==> src/status_update_access_pkg.sv <==
// Package: register map, field layout, reset values and carrier types of the Status_update_access word
package status_update_access_pkg;

  // ****************************************
  // Register map
  // ****************************************
  localparam logic [3:0]  ADDR_STATUS     = 4'h0;
  localparam logic [3:0]  ADDR_MASK       = 4'h1;
  localparam logic [3:0]  ADDR_FLAGS      = 4'h2;
  localparam logic [3:0]  ADDR_IRQ_STAT   = 4'h3;
  localparam logic [3:0]  ADDR_IRQ_MASK   = 4'h4;

  // ****************************************
  // Field layout
  // ****************************************
  localparam int          ID_LSB          = 24;
  localparam int          ID_HW_BIT       = 31;
  localparam int          ID_LIB_BIT      = 30;
  localparam int          EN_LSB          = 16;
  localparam int          NAN_CTL_BIT     = 9;
  localparam int          FLAG_LSB        = 0;
  localparam int          NUM_EXC         = 5;

  // Writable bits: enables 20:16, NaN control 9, flags 4:0
  localparam logic [31:0] WRITABLE_MASK   = 32'h001F_021F;

  // ****************************************
  // Reset values
  // ****************************************
  localparam logic [4:0]  EN_RESET        = 5'h1F;
  localparam logic [4:0]  FLAG_RESET      = 5'h00;
  localparam logic        NAN_CTL_RESET   = 1'h0;
  localparam logic [1:0]  IRQ_MASK_RESET  = 2'h0;

  // Identifier byte: arbitrary neutral value, hardware kind
  localparam logic [7:0]  SYS_ID_DEFAULT  = 8'hA5;

  // Interrupt status bits
  localparam int          IRQ_TRAP_BIT    = 0;
  localparam int          IRQ_FLAG_BIT    = 1;

  // Exception vector order: 4 inexact, 3 underflow, 2 overflow, 1 div-zero, 0 invalid
  typedef logic [NUM_EXC-1:0] exc_vec_t;

  typedef struct packed {
    logic        read;
    logic        write;
    logic [3:0]  address;
    logic [31:0] writedata;
  } bus_req_t;

  typedef struct packed {
    logic        waitrequest;
    logic [31:0] readdata;
  } bus_rsp_t;

  typedef enum logic [1:0] {
    ST_IDLE,
    ST_RESP
  } bus_state_t;

  typedef struct packed {
    bus_state_t  bus_state;
    logic        waitrequest;
    logic [31:0] readdata;
    logic [31:0] mask_op;
    logic [31:0] flags_op;
    exc_vec_t    trap_en;
    exc_vec_t    flags;
    logic        nan_ctl;
    logic [1:0]  irq_stat;
    logic [1:0]  irq_mask;
    logic        irq;
    logic        trap;
    exc_vec_t    trap_cause;
  } state_t;

endpackage : status_update_access_pkg

==> src/fp_exception_status_word.sv <==
// FP exception status word with trap-enables, sticky flags and an Avalon-MM slave
`timescale 1ns/1ps
`default_nettype none

module fp_exception_status_word
  import status_update_access_pkg::*;
(
  input  wire logic                     clk_i,
  input  wire logic                     rst_i,
  input  wire status_update_access_pkg::bus_req_t  bus_req_i,
  output var  status_update_access_pkg::bus_rsp_t  bus_rsp_o,
  input  wire logic                     exc_valid_i,
  input  wire status_update_access_pkg::exc_vec_t  exc_i,
  output logic                          trap_o,
  output status_update_access_pkg::exc_vec_t       trap_cause_o,
  output logic [31:0]                   status_o,
  output logic                          nan_ctl_o,
  output logic                          irq_o
);

  import status_update_access_pkg::*;

  state_t state;
  state_t next_state;

  // Builds the full word from the stored fields
  function automatic logic [31:0] pack_word(input exc_vec_t en, input logic nan, input exc_vec_t fl);
    logic [31:0] w;
    w = 32'h0000_0000;
    w[ID_LSB +: 8] = SYS_ID_DEFAULT;
    w[EN_LSB +: NUM_EXC] = en;
    w[NAN_CTL_BIT] = nan;
    w[FLAG_LSB +: NUM_EXC] = fl;
    return w;
  endfunction

  logic [31:0] cur_word;
  logic [31:0] upd_word;
  exc_vec_t    exc_hit;
  exc_vec_t    exc_flag_set;
  exc_vec_t    exc_trap;
  logic        access_go;

  always_comb begin
    cur_word     = pack_word(state.trap_en, state.nan_ctl, state.flags);
    // Masked to writable bits so identifier and reserved bits never move
    upd_word     = ((cur_word & ~state.mask_op) ^ state.flags_op) & WRITABLE_MASK;
    exc_hit      = exc_valid_i ? exc_i : '0;
    exc_flag_set = exc_hit & ~state.trap_en;
    exc_trap     = exc_hit & state.trap_en;
    access_go    = 1'b0;

    next_state             = state;
    next_state.waitrequest = 1'b1;
    next_state.trap        = |exc_trap;
    next_state.trap_cause  = exc_trap;

    // ****************************************
    // Bus slave
    // ****************************************
    case (state.bus_state)
      ST_IDLE: begin
        if (bus_req_i.read || bus_req_i.write) begin
          next_state.bus_state   = ST_RESP;
          next_state.waitrequest = 1'b0;
          next_state.readdata    = 32'h0000_0000;
          if (bus_req_i.write) begin
            case (bus_req_i.address)
              ADDR_MASK:     next_state.mask_op  = bus_req_i.writedata;
              ADDR_FLAGS:    next_state.flags_op = bus_req_i.writedata;
              ADDR_STATUS:   access_go = 1'b1;
              ADDR_IRQ_MASK: next_state.irq_mask = bus_req_i.writedata[1:0];
              default: ;
            endcase
          end else begin
            case (bus_req_i.address)
              // A read of the status address is the update access itself
              ADDR_STATUS: begin
                next_state.readdata = cur_word;
                access_go = 1'b1;
              end
              ADDR_MASK:     next_state.readdata = state.mask_op;
              ADDR_FLAGS:    next_state.readdata = state.flags_op;
              ADDR_IRQ_STAT: next_state.readdata = {30'h0, state.irq_stat};
              ADDR_IRQ_MASK: next_state.readdata = {30'h0, state.irq_mask};
              default:       next_state.readdata = 32'h0000_0000;
            endcase
          end
        end
      end
      ST_RESP: begin
        // Gap cycle: master drops its request at the answering edge
        next_state.bus_state = ST_IDLE;
      end
      default: next_state.bus_state = ST_IDLE;
    endcase

    // ****************************************
    // Status word update
    // ****************************************
    if (access_go) begin
      next_state.trap_en = upd_word[EN_LSB +: NUM_EXC];
      next_state.nan_ctl = upd_word[NAN_CTL_BIT];
      next_state.flags   = upd_word[FLAG_LSB +: NUM_EXC];
    end
    // Hardware set beats a same-cycle software clear
    next_state.flags = next_state.flags | exc_flag_set;

    // ****************************************
    // Interrupts
    // ****************************************
    if (bus_req_i.write && state.bus_state == ST_IDLE && bus_req_i.address == ADDR_IRQ_STAT) begin
      next_state.irq_stat = state.irq_stat & ~bus_req_i.writedata[1:0];
    end
    if (|exc_trap) begin
      next_state.irq_stat[IRQ_TRAP_BIT] = 1'b1;
    end
    if (|exc_flag_set) begin
      next_state.irq_stat[IRQ_FLAG_BIT] = 1'b1;
    end
    next_state.irq = |(next_state.irq_stat & state.irq_mask);

    if (rst_i) begin
      next_state             = '0;
      next_state.bus_state   = ST_IDLE;
      next_state.waitrequest = 1'b1;
      next_state.trap_en     = EN_RESET;
      next_state.flags       = FLAG_RESET;
      next_state.nan_ctl     = NAN_CTL_RESET;
      next_state.irq_mask    = IRQ_MASK_RESET;
    end
  end

  always_ff @(posedge clk_i) begin
    state <= next_state;
  end

  always_comb begin
    bus_rsp_o.waitrequest = state.waitrequest;
    bus_rsp_o.readdata    = state.readdata;
    trap_o                = state.trap;
    trap_cause_o          = state.trap_cause;
    status_o              = pack_word(state.trap_en, state.nan_ctl, state.flags);
    nan_ctl_o             = state.nan_ctl;
    irq_o                 = state.irq;
  end

endmodule // fp_exception_status_word

`default_nettype wire

==> config.mk <==
export PLATFORM = sky130hd
export DESIGN_NAME = fp_exception_status_word
export DESIGN_NICKNAME = d
export VERILOG_FILES = /design/src/status_update_access_pkg.sv /design/src/fp_exception_status_word.sv
export SDC_FILE = /design/constraint.sdc
export NUM_CORES = 1
export LEC_CHECK = 0
export BUFFER_PORTS_ARGS = -buffer_cell sky130_fd_sc_hd__buf_2
export CAP_MARGIN = 0
export CORE_ASPECT_RATIO = 1.5
export CORE_MARGIN = 8
export CORE_UTILIZATION = 56
export CTS_BUF_LIST = sky130_fd_sc_hd__clkbuf_4
export DETAILED_ROUTE_END_ITERATION = 6
export PLACE_DENSITY = 0.82
export SETUP_SLACK_MARGIN = 0.05
export SYNTH_ARGS = -nofsm -noshare
export SYNTH_HDL_FRONTEND = slang
export SYNTH_SLANG_ARGS = --single-unit
==> constraint.sdc <==
create_clock -name clk_i -period 1.8 [get_ports clk_i]
set_input_delay 0.09 -clock clk_i [delete_from_list [all_inputs] [get_ports clk_i]]
set_output_delay 0.09 -clock clk_i [all_outputs]
set_load 0.1 [all_outputs]
==> impl_summary.txt, run 1 <==
----------------------------------------------------
[Run status]
  Status ... completed

[GRT]
  Initial antenna violation count ... 1
  Wire length of the first global-routing pass ... 22,500 um
  Vias in the first global route ... 4,781
  Overall overflow remaining after global route ... 0
  GR Util All Layers ... 0.221
  Maximum number of pins on one net before global-route repair ... 55

[Route]
  Iteration-0 DRC count of the detailed router ... 378
  Number of routed nets with antenna violations ... 0
  Number of search-and-repair iterations in the first detailed-routing pass ... 5
  Post-detailed-route DRC marker count ... 0
  Routed vias/inst ... 5.67
  Wirelength per Cell ... 16.9 um
  Number of vias after detailed routing ... 4,902
  Routed WL ... 14,600 um

[Worst setup path]
  Gate family responsible for the most delay along the worst path ... flip-flops
  Worst-path cell chain ... buf_2
  CP Buf/Inv Count ... 1
  Kind of launch point of the worst setup path ... register
  Slowest cell on the critical path ... sky130_fd_sc_hd__dfxtp_1
  Maximum cell stage delay along the critical path ... 540 ps
  CP Max Fanout ... 8
  Required arrival time at the worst endpoint ... 1710 ps
  Data arrival time at the worst-slack endpoint ... 1570 ps
  Crit Path Class ... register to primary output
  Critical path endpoint category ... primary output

[Timing]
  Final clock skew ... 10.2 ps
  Slew at the pin closest to its max-slew limit ... 671 ps
  Relative slew slack ... 0.551
  Maximum clock frequency ... 601 MHz
  Shortest period the worst path allows ... 1660 ps
  Tcrit/Tclk final ... 0.924
  Aggregate negative setup slack ... 0 ps
  Number of endpoints failing setup at the final stage ... 0
  Hold Violations, Final ... 0
  RSZ-0062 raised after global routing ... false
  Slew Viols, Final ... 0

[Yosys]
  Xor-xnor portion of the synthesized cell area ... 0
  Total number of yosys warnings ... 0
  Leading register cell type out of synthesis ... sky130_fd_sc_hd__dfxtp_1
  Fraction of post-synthesis cell area in the top cell type by area ... 0.447
  Cell taking the most area after synthesis ... sky130_fd_sc_hd__dfxtp_1
  Gate count after technology mapping ... 656
  Simple-gate share of the synthesized area ... 0.180
  Sequential fraction of the synthesis area ... 0.447
  Seq cells post-synth ... 120
  Combinational family with the most area after synthesis ... compound AO/OA/AOI/OAI gates
  Synthesized area per cell ... 8.20 um2
  Compound-gate portion of the synthesized area ... 0.212
  Adder and majority cell fraction of the synthesized area ... 0
  Post-synthesis mux area share ... 0.0226
  Synth unique cells ... 41
  Async S/R FF share, synth ... 0
  Cell Area, Synth ... 5380 um2
  Number of enable-type register cells in the synthesized netlist ... 0
  Leading post-synthesis cells by cell area ... sky130_fd_sc_hd__dfxtp_1 (45%), sky130_fd_sc_hd__nand2_1 (11%), sky130_fd_sc_hd__buf_4 (9.8%), sky130_fd_sc_hd__a21oi_1 (8.0%), sky130_fd_sc_hd__a2bb2oi_1 (2.8%)

[Power]
  Total power ... 5.86 mW
  Power Density ... 932 nW/um2
  Leakage component of the power ... 2.44 nW
  Seq pwr share ... 0.460
  Switching power total ... 1.49 mW
  Max VDD drop ... 0.000851 V
  Switching power as a share of total power ... 0.255
  Logic gate share of total power ... 0.106
  Design internal power ... 4.37 mW
  Part of the total power dissipated in the clock network ... 0.434

[Clock tree]
  Clock input transition at the sequential cells of the worst setup and hold paths ... 110 ps
  H-Tree Level Count ... 4
  Number of buffers added by the clock tree synthesis step ... 17
  Maximum buffer depth of the clock tree ... 2
  Buffers inserted during post-CTS setup optimization ... 0
  Cell at the root of the clock tree ... sky130_fd_sc_hd__clkbuf_4
  Skew-Pair Late Insertion Delay ... 530 ps
  Sinks on the clock net ... 120
  Clock tree from TritonCTS ... done

[Final layout]
  Final net count ... 781
  Fill cell instance count of the final layout ... 777
  Share of layout cells above drive strength 1 ... 0.222
  Most frequent standard cell in the layout excluding fill and tap cells ... sky130_fd_sc_hd__nand2_1
  Most used cells in the layout excluding fill and tap cells ... sky130_fd_sc_hd__nand2_1 (163), sky130_fd_sc_hd__dfxtp_1 (120), sky130_fd_sc_hd__buf_2 (97), sky130_fd_sc_hd__a21oi_1 (86), sky130_fd_sc_hd__dlygate4sd3_1 (38)
  Area growth from synthesis to layout ... 16.9%
  Final core occ ... 0.660

[Die]
  Die outline area ... 13,100 um2
  Floorplan row count ... 44
  Effective utilization at floorplan ... 0.565
  Boundary pin count ... 119
  Core area ... 9520 um2
  Width of the die ... 96.0 um
  Die outline height ... 136 um

[Job]
  MaxCap Viol Count ... 0

[Placed design]
  Number of I/O port buffers ... 97
  Weighted congestion at the end of routability-driven global placement ... 0.831
  HPWL after detailed placement ... 9670 um

[Worst hold path]
  Worst min path class ... input pin to register

----------------------------------------------------
registers in the layout (all words and copies together), names as in the netlist:
name / flops
state: 69
bus_rsp_o: 33
status_o: 10
trap_cause_o: 5
irq_o: 1
nan_ctl_o: 1
trap_o: 1
timing repair:
action,4_1_cts,5_1_grt
hold buffers,38,0
gates resized for setup,0,2
hold endpoints to repair,80,0
endpoints found under the setup margin,0,16
cell type report:
class | instances | area (um2) | area share
Clock inverter | 14 | 253 | 0.0402
Antenna cell | 1 | 2.50 | 0.000398
Multi-Input combinational cell | 438 | 2330 | 0.370
Inverter | 4 | 15.0 | 0.00239
Clock buffer | 18 | 135 | 0.0215
Timing Repair Buffer | 154 | 1010 | 0.160
Tap cell | 115 | 144 | 0.0229
Sequential cell | 120 | 2400 | 0.382
worst reg2reg max path: stages (launching register included):
cell and delay, ps:
sky130_fd_sc_hd__dfxtp_1 390, sky130_fd_sc_hd__o21bai_2 140, sky130_fd_sc_hd__buf_4 360, sky130_fd_sc_hd__nand2b_1 340
sky130_fd_sc_hd__o221ai_1 170, sky130_fd_sc_hd__a21oi_1 150
cells by family (layout without fill, tap and decap cells):
group,after synthesis,in the layout
flip-flops,120,120
AO/OA/AOI/OAI,180,180
buffers and inverters,117,190
AND/OR/NAND/NOR,226,226
multiplexers,11,11
other,2,22
metrics by stage:
stage                     instances  instance area (um2)  setup slack, ps  hold slack [ps]
after floorplan                 675                 5450              290              226
after global placement          793                 5510              210              342
after detailed placement        793                 5510             81.6              350
after CTS                       863                 6280             50.7             29.9
after global routing            864                 6290             52.4             46.7
final                           864                 6290              136             70.6
path summary, 6_finish.rpt:
check	cells after the start	startpoint	endpoint	slack [ps]
worst max-delay path	1	status_o[18]	status_o[18]	140
worst min-delay path	4	bus_req_i[33]	state[10]	70
worst max register to register	5	state[119]	status_o[2]	200
worst min register to register	2	bus_rsp_o[18]	bus_rsp_o[18]	450
power by group through the flow:
stage	Clock (mW)	Sequential (mW)	Combinational (mW)
floorplan	0	2.76	0.452
global placement	0	2.76	0.535
detailed placement	0	2.76	0.543
CTS	2.56	2.70	0.609
global route	2.68	2.70	0.651
finish	2.54	2.70	0.619
cell usage after synthesis (3+ instances only):
master                      count
sky130_fd_sc_hd__a22oi_1       19
sky130_fd_sc_hd__a22o_1        11
sky130_fd_sc_hd__inv_1          4
sky130_fd_sc_hd__clkbuf_1      24
sky130_fd_sc_hd__a21oi_1       86
sky130_fd_sc_hd__nand2b_1       5
sky130_fd_sc_hd__o21bai_1       7
sky130_fd_sc_hd__o31ai_1        5
sky130_fd_sc_hd__nor2_1        33
sky130_fd_sc_hd__mux2_2         9
sky130_fd_sc_hd__a221oi_1       5
sky130_fd_sc_hd__o22ai_1        4
sky130_fd_sc_hd__buf_2         17
sky130_fd_sc_hd__o31a_1         5
sky130_fd_sc_hd__buf_4         70
sky130_fd_sc_hd__a2bb2oi_1     17
sky130_fd_sc_hd__dfxtp_1      120
sky130_fd_sc_hd__nor2b_1        3
sky130_fd_sc_hd__o21ai_0       17
sky130_fd_sc_hd__and3_1         6
sky130_fd_sc_hd__nand2_1      163
layer usage:
layer | GRT usage | routed length, um
met5 | 0 | 0
met2 | 0.385 | 7660
met1 | 0.232 | 5460
met3 | 0.0647 | 1060
met4 | 0.110 | 387
(Power assumes the default switching activity.)
==> inputs of run 2 (changes only) <==
--- a/config.mk
+++ b/config.mk
@@ -10,3 +10,2 @@
 export CORE_ASPECT_RATIO = 1.5
-export CORE_MARGIN = 8
 export CORE_UTILIZATION = 56
--- a/constraint.sdc
+++ b/constraint.sdc
@@ -3,2 +3,2 @@
 set_output_delay 0.09 -clock clk_i [all_outputs]
-set_load 0.1 [all_outputs]
+set_load 0.01 [all_outputs]
==> run 2 against run 1 <==
Net effect:
- combinational power is 37% lower
- first-iteration DRC count up 3.7%
- non-clock buffer count shrank 2
- flip-flop and latch count unchanged
- sequential share of layout area is 0.74 points higher
- routed wire length is 6.6% lower
- worst setup slack better by 63 ps
- power is 16% lower
- critical path depth up 4
==> impl_summary.txt, run 2 (same netlist as run 1, synthesis figures left out) <==
----------------------------------------------------
[Worst setup path]
  Capture instance of the worst register-to-register path ... status_o[2]
  Setup crit end ... status_o[2]
  Critical register-to-register path startpoint ... state[119]
  Crit path from ... state[119]
  Slowest cell on the critical path ... sky130_fd_sc_hd__dfxtp_1
  Data arrival time at the worst-slack endpoint ... 2050 ps
  Worst-path cell chain ... o21bai_2 -> buf_6 -> nand2b_1 -> o221ai_1 -> a21oi_1
  Kind of launch point of the worst setup path ... register
  CP Max Fanout ... 31
  Required arrival time at the worst endpoint ... 2250 ps
  Critical path endpoint category ... register
  Register-to-register path setup slack ... 200 ps
  Maximum cell stage delay along the critical path ... 380 ps
  Worst Reg2Reg Path Length in Cells ... 5
  Crit Path Class ... register to register

[Final layout]
  Area growth from synthesis to layout ... 14.7%
  Most flop-heavy register ... state
  Most used cells in the layout excluding fill and tap cells ... sky130_fd_sc_hd__nand2_1 (163), sky130_fd_sc_hd__dfxtp_1 (120), sky130_fd_sc_hd__buf_2 (97), sky130_fd_sc_hd__a21oi_1 (86), sky130_fd_sc_hd__dlygate4sd3_1 (38)
  Cell Count, Final, Fillers Out ... 858
  Share of layout cells above drive strength 1 ... 0.217
  Final core occ ... 0.663
  Number of flip-flops under the largest register name ... 69
  Final net count ... 779
  Most frequent standard cell in the layout excluding fill and tap cells ... sky130_fd_sc_hd__nand2_1

[Clock tree]
  Clock input transition at the sequential cells of the worst setup and hold paths ... 110 ps
  Sinks on the clock net ... 120
  Maximum buffer depth of the clock tree ... 2
  Skew-Pair Late Insertion Delay ... 530 ps
  Cell at the root of the clock tree ... sky130_fd_sc_hd__clkbuf_4
  Buffers inserted during post-CTS setup optimization ... 0
  Number of buffers added by the clock tree synthesis step ... 17
  H-Tree Level Count ... 4
  Clock tree from TritonCTS ... done

[Power]
  Total power ... 4.89 mW
  Max VDD drop ... 0.000506 V
  Power Density ... 793 nW/um2
  Leakage component of the power ... 2.39 nW

[GRT]
  Vias in the first global route ... 4,835
  Initial antenna violation count ... 1
  Maximum number of pins on one net before global-route repair ... 57
  GR Util All Layers ... 0.289
  Wire length of the first global-routing pass ... 22,000 um
  Overall overflow remaining after global route ... 0

[Route]
  Routed WL ... 13,600 um
  Wirelength per Cell ... 15.9 um
  Number of search-and-repair iterations in the first detailed-routing pass ... 5
  Number of vias after detailed routing ... 4,926
  Routed vias/inst ... 5.74
  Number of routed nets with antenna violations ... 0
  Post-detailed-route DRC marker count ... 0
  Iteration-0 DRC count of the detailed router ... 392

[Die]
  Die outline area ... 10,000 um2
  Width of the die ... 82.0 um
  Boundary pin count ... 119
  Effective utilization at floorplan ... 0.578
  Floorplan row count ... 43
  Core area ... 9310 um2
  Die outline height ... 122 um

[Placed design]
  HPWL after detailed placement ... 8740 um
  Placed Cells ... 788
  Weighted congestion at the end of routability-driven global placement ... 0.836
  Number of I/O port buffers ... 97

[Timing]
  Worst-case hold slack ... 53.7 ps
  Relative slew slack ... 0.545
  Number of endpoints failing setup at the final stage ... 0
  Tcrit/Tclk final ... 0.890
  RSZ-0062 raised after global routing ... false
  Shortest period the worst path allows ... 1600 ps
  Aggregate negative setup slack ... 0 ps
  Hold Violations, Final ... 0
  Slew Viols, Final ... 0
  Maximum clock frequency ... 625 MHz
  Final clock skew ... 15.4 ps
  Slew at the pin closest to its max-slew limit ... 679 ps

[Run status]
  Status ... completed

[Job]
  MaxCap Viol Count ... 0

[Worst hold path]
  Worst min path class ... input pin to register

----------------------------------------------------
run 2: through the flow:
stage | instance area (um2) | worst slack, ps
floorplan | 5450 | 342
global placement | 5520 | 210
detailed placement | 5520 | 67.2
CTS | 6160 | 158
global route | 6170 | 90.1
finish | 6170 | 199
run 2: layer usage:
metal / vias to the layer above / GRT usage / part of all wire
met1: 2323 / 0.310 / 0.37
li1: 2318 / - / -
met2: 245 / 0.505 / 0.52
met3: 40 / 0.0809 / 0.069
met5: - / 0 / 0
met4: 0 / 0.146 / 0.032
run 2: cell type report:
cell class	instances	area, um2
fillers	781	3140
multi-input cells	438	2330
flip-flops and latches	120	2400
clock buffers	20	150
diodes	1	2.50
clock inverters	11	108
inverters	4	15.0
well taps	112	140
repair buffers	152	1020
run 2: worst max-delay path, delay by kind of cell, from the launching register on:
family	cells	cell delay (ps)
AO/OA/AOI/OAI	3	490
AND/OR/NAND/NOR	1	340
buffers and inverters	1	290
flip-flops	1	380
run 2: how the worst min path moves through the flow:
stage | from | end | slack [ps] | cells after the start
detailed placement | bus_req_i[19] | state[73] | 350 | 3
floorplan | bus_req_i[5] | state[27] | 230 | 2
global route | bus_req_i[33] | state[9] | 60 | 4
global placement | bus_req_i[11] | state[33] | 340 | 3
finish | bus_req_i[33] | state[9] | 50 | 4
CTS | bus_req_i[33] | state[9] | 30 | 4
run 2: timing repair:
item / in CTS / in global routing
setup endpoints to repair: 1 / 3
hold buffers: 38 / 0
endpoints found under the hold margin: 80 / 0
resized for setup: 1 / 2
run 2: report_power, final:
part | total (mW) | internal (mW) | switching [mW]
Clock | 1.81 | 0.840 | 0.966
Sequential | 2.70 | 2.68 | 0.0163
Combinational | 0.391 | 0.162 | 0.230
==> inputs of run 3 (changes only) <==
- CORE_ASPECT_RATIO: 1.5 -> 0.6
==> run 3 against run 2 <==
Net effect:
- routed wire length increased by 0.57%
- combinational power grew 1%
- highest routed layer unchanged
- largest power group unchanged
- clock power fell by 9.9%
- final cell count is 2.2% higher
- clock skew is 2.5 ps lower
- via count decreased by 1.7%
- first-iteration DRC count is 6.4% higher
==> impl_summary.txt, run 3 (same netlist as run 1, synthesis figures left out) <==
----------------------------------------------------
[Placed design]
  HPWL after detailed placement ... 9130 um
  Number of I/O port buffers ... 97
  Placed Cells ... 807
  Weighted congestion at the end of routability-driven global placement ... 0.868
  Area of placed instances ... 5540 um2

[Worst setup path]
  Required arrival time at the worst endpoint ... 2250 ps
  Gate family responsible for the most delay along the worst path ... simple AND/OR/NAND/NOR gates
  Maximum cell stage delay along the critical path ... 420 ps
  Kind of launch point of the worst setup path ... register
  Number of cells on the critical path ... 5
  Data arrival time at the worst-slack endpoint ... 2050 ps
  CP Buf/Inv Count ... 1
  Critical path endpoint category ... register
  CP Max Fanout ... 30
  Worst-path cell chain ... nor2b_1 -> and2_1 -> buf_12 -> nand2_1 -> a21oi_1
  Slowest cell on the critical path ... sky130_fd_sc_hd__nor2b_1
  Worst Reg2Reg Path Length in Cells ... 5
  Crit Path Class ... register to register

[Final layout]
  Most flop-heavy register ... state
  Share of layout cells above drive strength 1 ... 0.217
  Footprint of the multi-input gates ... 2320 um2
  Cell Count, Final, Fillers Out ... 877
  Area growth from synthesis to layout ... 14.4%
  Flip-flop and latch area ... 2400 um2
  Most used cells in the layout excluding fill and tap cells ... sky130_fd_sc_hd__nand2_1 (163), sky130_fd_sc_hd__dfxtp_1 (120), sky130_fd_sc_hd__buf_2 (96), sky130_fd_sc_hd__a21oi_1 (86), sky130_fd_sc_hd__dlygate4sd3_1 (39)
  Most frequent standard cell in the layout excluding fill and tap cells ... sky130_fd_sc_hd__nand2_1
  Fill cell instance count of the final layout ... 824
  Number of antenna cells inserted ... 0
  Final net count ... 781
  Number of flip-flops under the largest register name ... 69
  Final Instance Area ... 6150 um2

[Die]
  Floorplan row count ... 27
  Die outline height ... 77.9 um
  Width of the die ... 129 um
  Die outline area ... 10,000 um2
  Effective utilization at floorplan ... 0.581
  Core area ... 9260 um2
  Boundary pin count ... 119

[GRT]
  Vias in the first global route ... 4,475
  Maximum number of pins on one net before global-route repair ... 43
  GR Util All Layers ... 0.284
  Initial antenna violation count ... 0
  Wire length of the first global-routing pass ... 21,700 um
  Overall overflow remaining after global route ... 0

[Power]
  Leakage component of the power ... 2.39 nW
  Logic gate share of total power ... 0.084
  Power Density ... 767 nW/um2
  Design internal power ... 3.50 mW
  Max VDD drop ... 0.000467 V
  Part of the total power dissipated in the clock network ... 0.345
  Switching power as a share of total power ... 0.258
  Total power ... 4.72 mW
  Seq pwr share ... 0.571
  Switching power total ... 1.22 mW

[Clock tree]
  Skew-Pair Late Insertion Delay ... 530 ps
  Maximum buffer depth of the clock tree ... 2
  Buffers inserted during post-CTS setup optimization ... 0
  H-Tree Level Count ... 4
  Post-CTS sizing ... 0
  Number of buffers added by the clock tree synthesis step ... 17
  Cell at the root of the clock tree ... sky130_fd_sc_hd__clkbuf_4
  Clock input transition at the sequential cells of the worst setup and hold paths ... 100 ps
  Clock tree from TritonCTS ... done
  Sinks on the clock net ... 120

[Route]
  Post-detailed-route DRC marker count ... 0
  Routed WL ... 13,700 um
  Iteration-0 DRC count of the detailed router ... 417
  Routed vias/inst ... 5.52
  Wirelength per Cell ... 15.6 um
  Number of routed nets with antenna violations ... 0
  Number of search-and-repair iterations in the first detailed-routing pass ... 5
  Number of vias after detailed routing ... 4,842

[Timing]
  Worst-case hold slack ... 45.5 ps
  Slew Viols, Final ... 0
  Slew at the pin closest to its max-slew limit ... 669 ps
  Number of endpoints failing setup at the final stage ... 0
  Shortest period the worst path allows ... 1600 ps
  Hold Violations, Final ... 0
  Aggregate negative setup slack ... 0 ps
  Maximum clock frequency ... 623 MHz
  Tcrit/Tclk final ... 0.891
  Relative slew slack ... 0.554
  RSZ-0062 raised after global routing ... false
  Final clock skew ... 13.0 ps

[Worst hold path]
  Count of cells along the worst hold path ... 4
  Worst min path class ... input pin to register

[Run status]
  Status ... completed

[Job]
  MaxCap Viol Count ... 0

----------------------------------------------------
## run 3: cell count changes in the layout (fill, tap and decap cells not counted), sizes merged
cell and delta:
clkinvlp -2, dlygate4sd3 +1, clkinv +5, clkbuf -2, diode -1, buf +1, bufinv -1
## run 3: final timing paths
path / startpoint / endpoint / slack (ps)
setup / recovery: state[119] / state[75] / 200
hold / removal: bus_req_i[33] / state[9] / 50
hold reg to reg: bus_rsp_o[31] / bus_rsp_o[31] / 450
setup reg to reg: state[119] / state[75] / 200
## run 3: worst min-delay path, stage by stage
cell	delay (ps)
sky130_fd_sc_hd__buf_2	180
sky130_fd_sc_hd__nand4_1	110
sky130_fd_sc_hd__a22oi_1	80
sky130_fd_sc_hd__nor2_1	80
## run 3: what timing repair did
action | CTS | global route
setup endpoints to repair | 0 | 0
hold buffers | 39 | 0
endpoints found under the hold margin | 84 | 0
## run 3: metal layers
| metal | track usage | wire length [um] | vias up |
|---|---|---|---|
| met5 | 0 | 0 | - |
| li1 | - | - | 2302 |
| met4 | 0.106 | 150 | 0 |
| met1 | 0.375 | 6120 | 2296 |
| met3 | 0.0710 | 1070 | 19 |
| met2 | 0.448 | 6340 | 225 |
## run 3: final cells by class
| type | instances | share of cell area |
|---|---|---|
| inverter | 4 | 0.00244 |
| multi-input combinational | 438 | 0.378 |
| clock inverter | 13 | 0.0144 |
| tap | 130 | 0.0264 |
| clock buffer | 18 | 0.0220 |
| timing repair buffer | 154 | 0.167 |
| sequential | 120 | 0.390 |
## run 3: power by group through the flow
stage          combinational [mW]  clock, mW  sequential, mW
4_1_cts                     0.389       1.65            2.70
2_1_floorplan               0.230          0            2.75
3_3_place_gp                0.313          0            2.76
6_report                    0.395       1.63            2.70
3_5_place_dp                0.322          0            2.76
5_1_grt                     0.425       1.78            2.70
## run 3: stage by stage
stage	utilization	setup slack, ps
6_report	0.665	196
5_1_grt	0.665	134
4_1_cts	0.665	201
3_5_place_dp	0.598	217
3_3_place_gp	0.598	268
2_1_floorplan	-	342
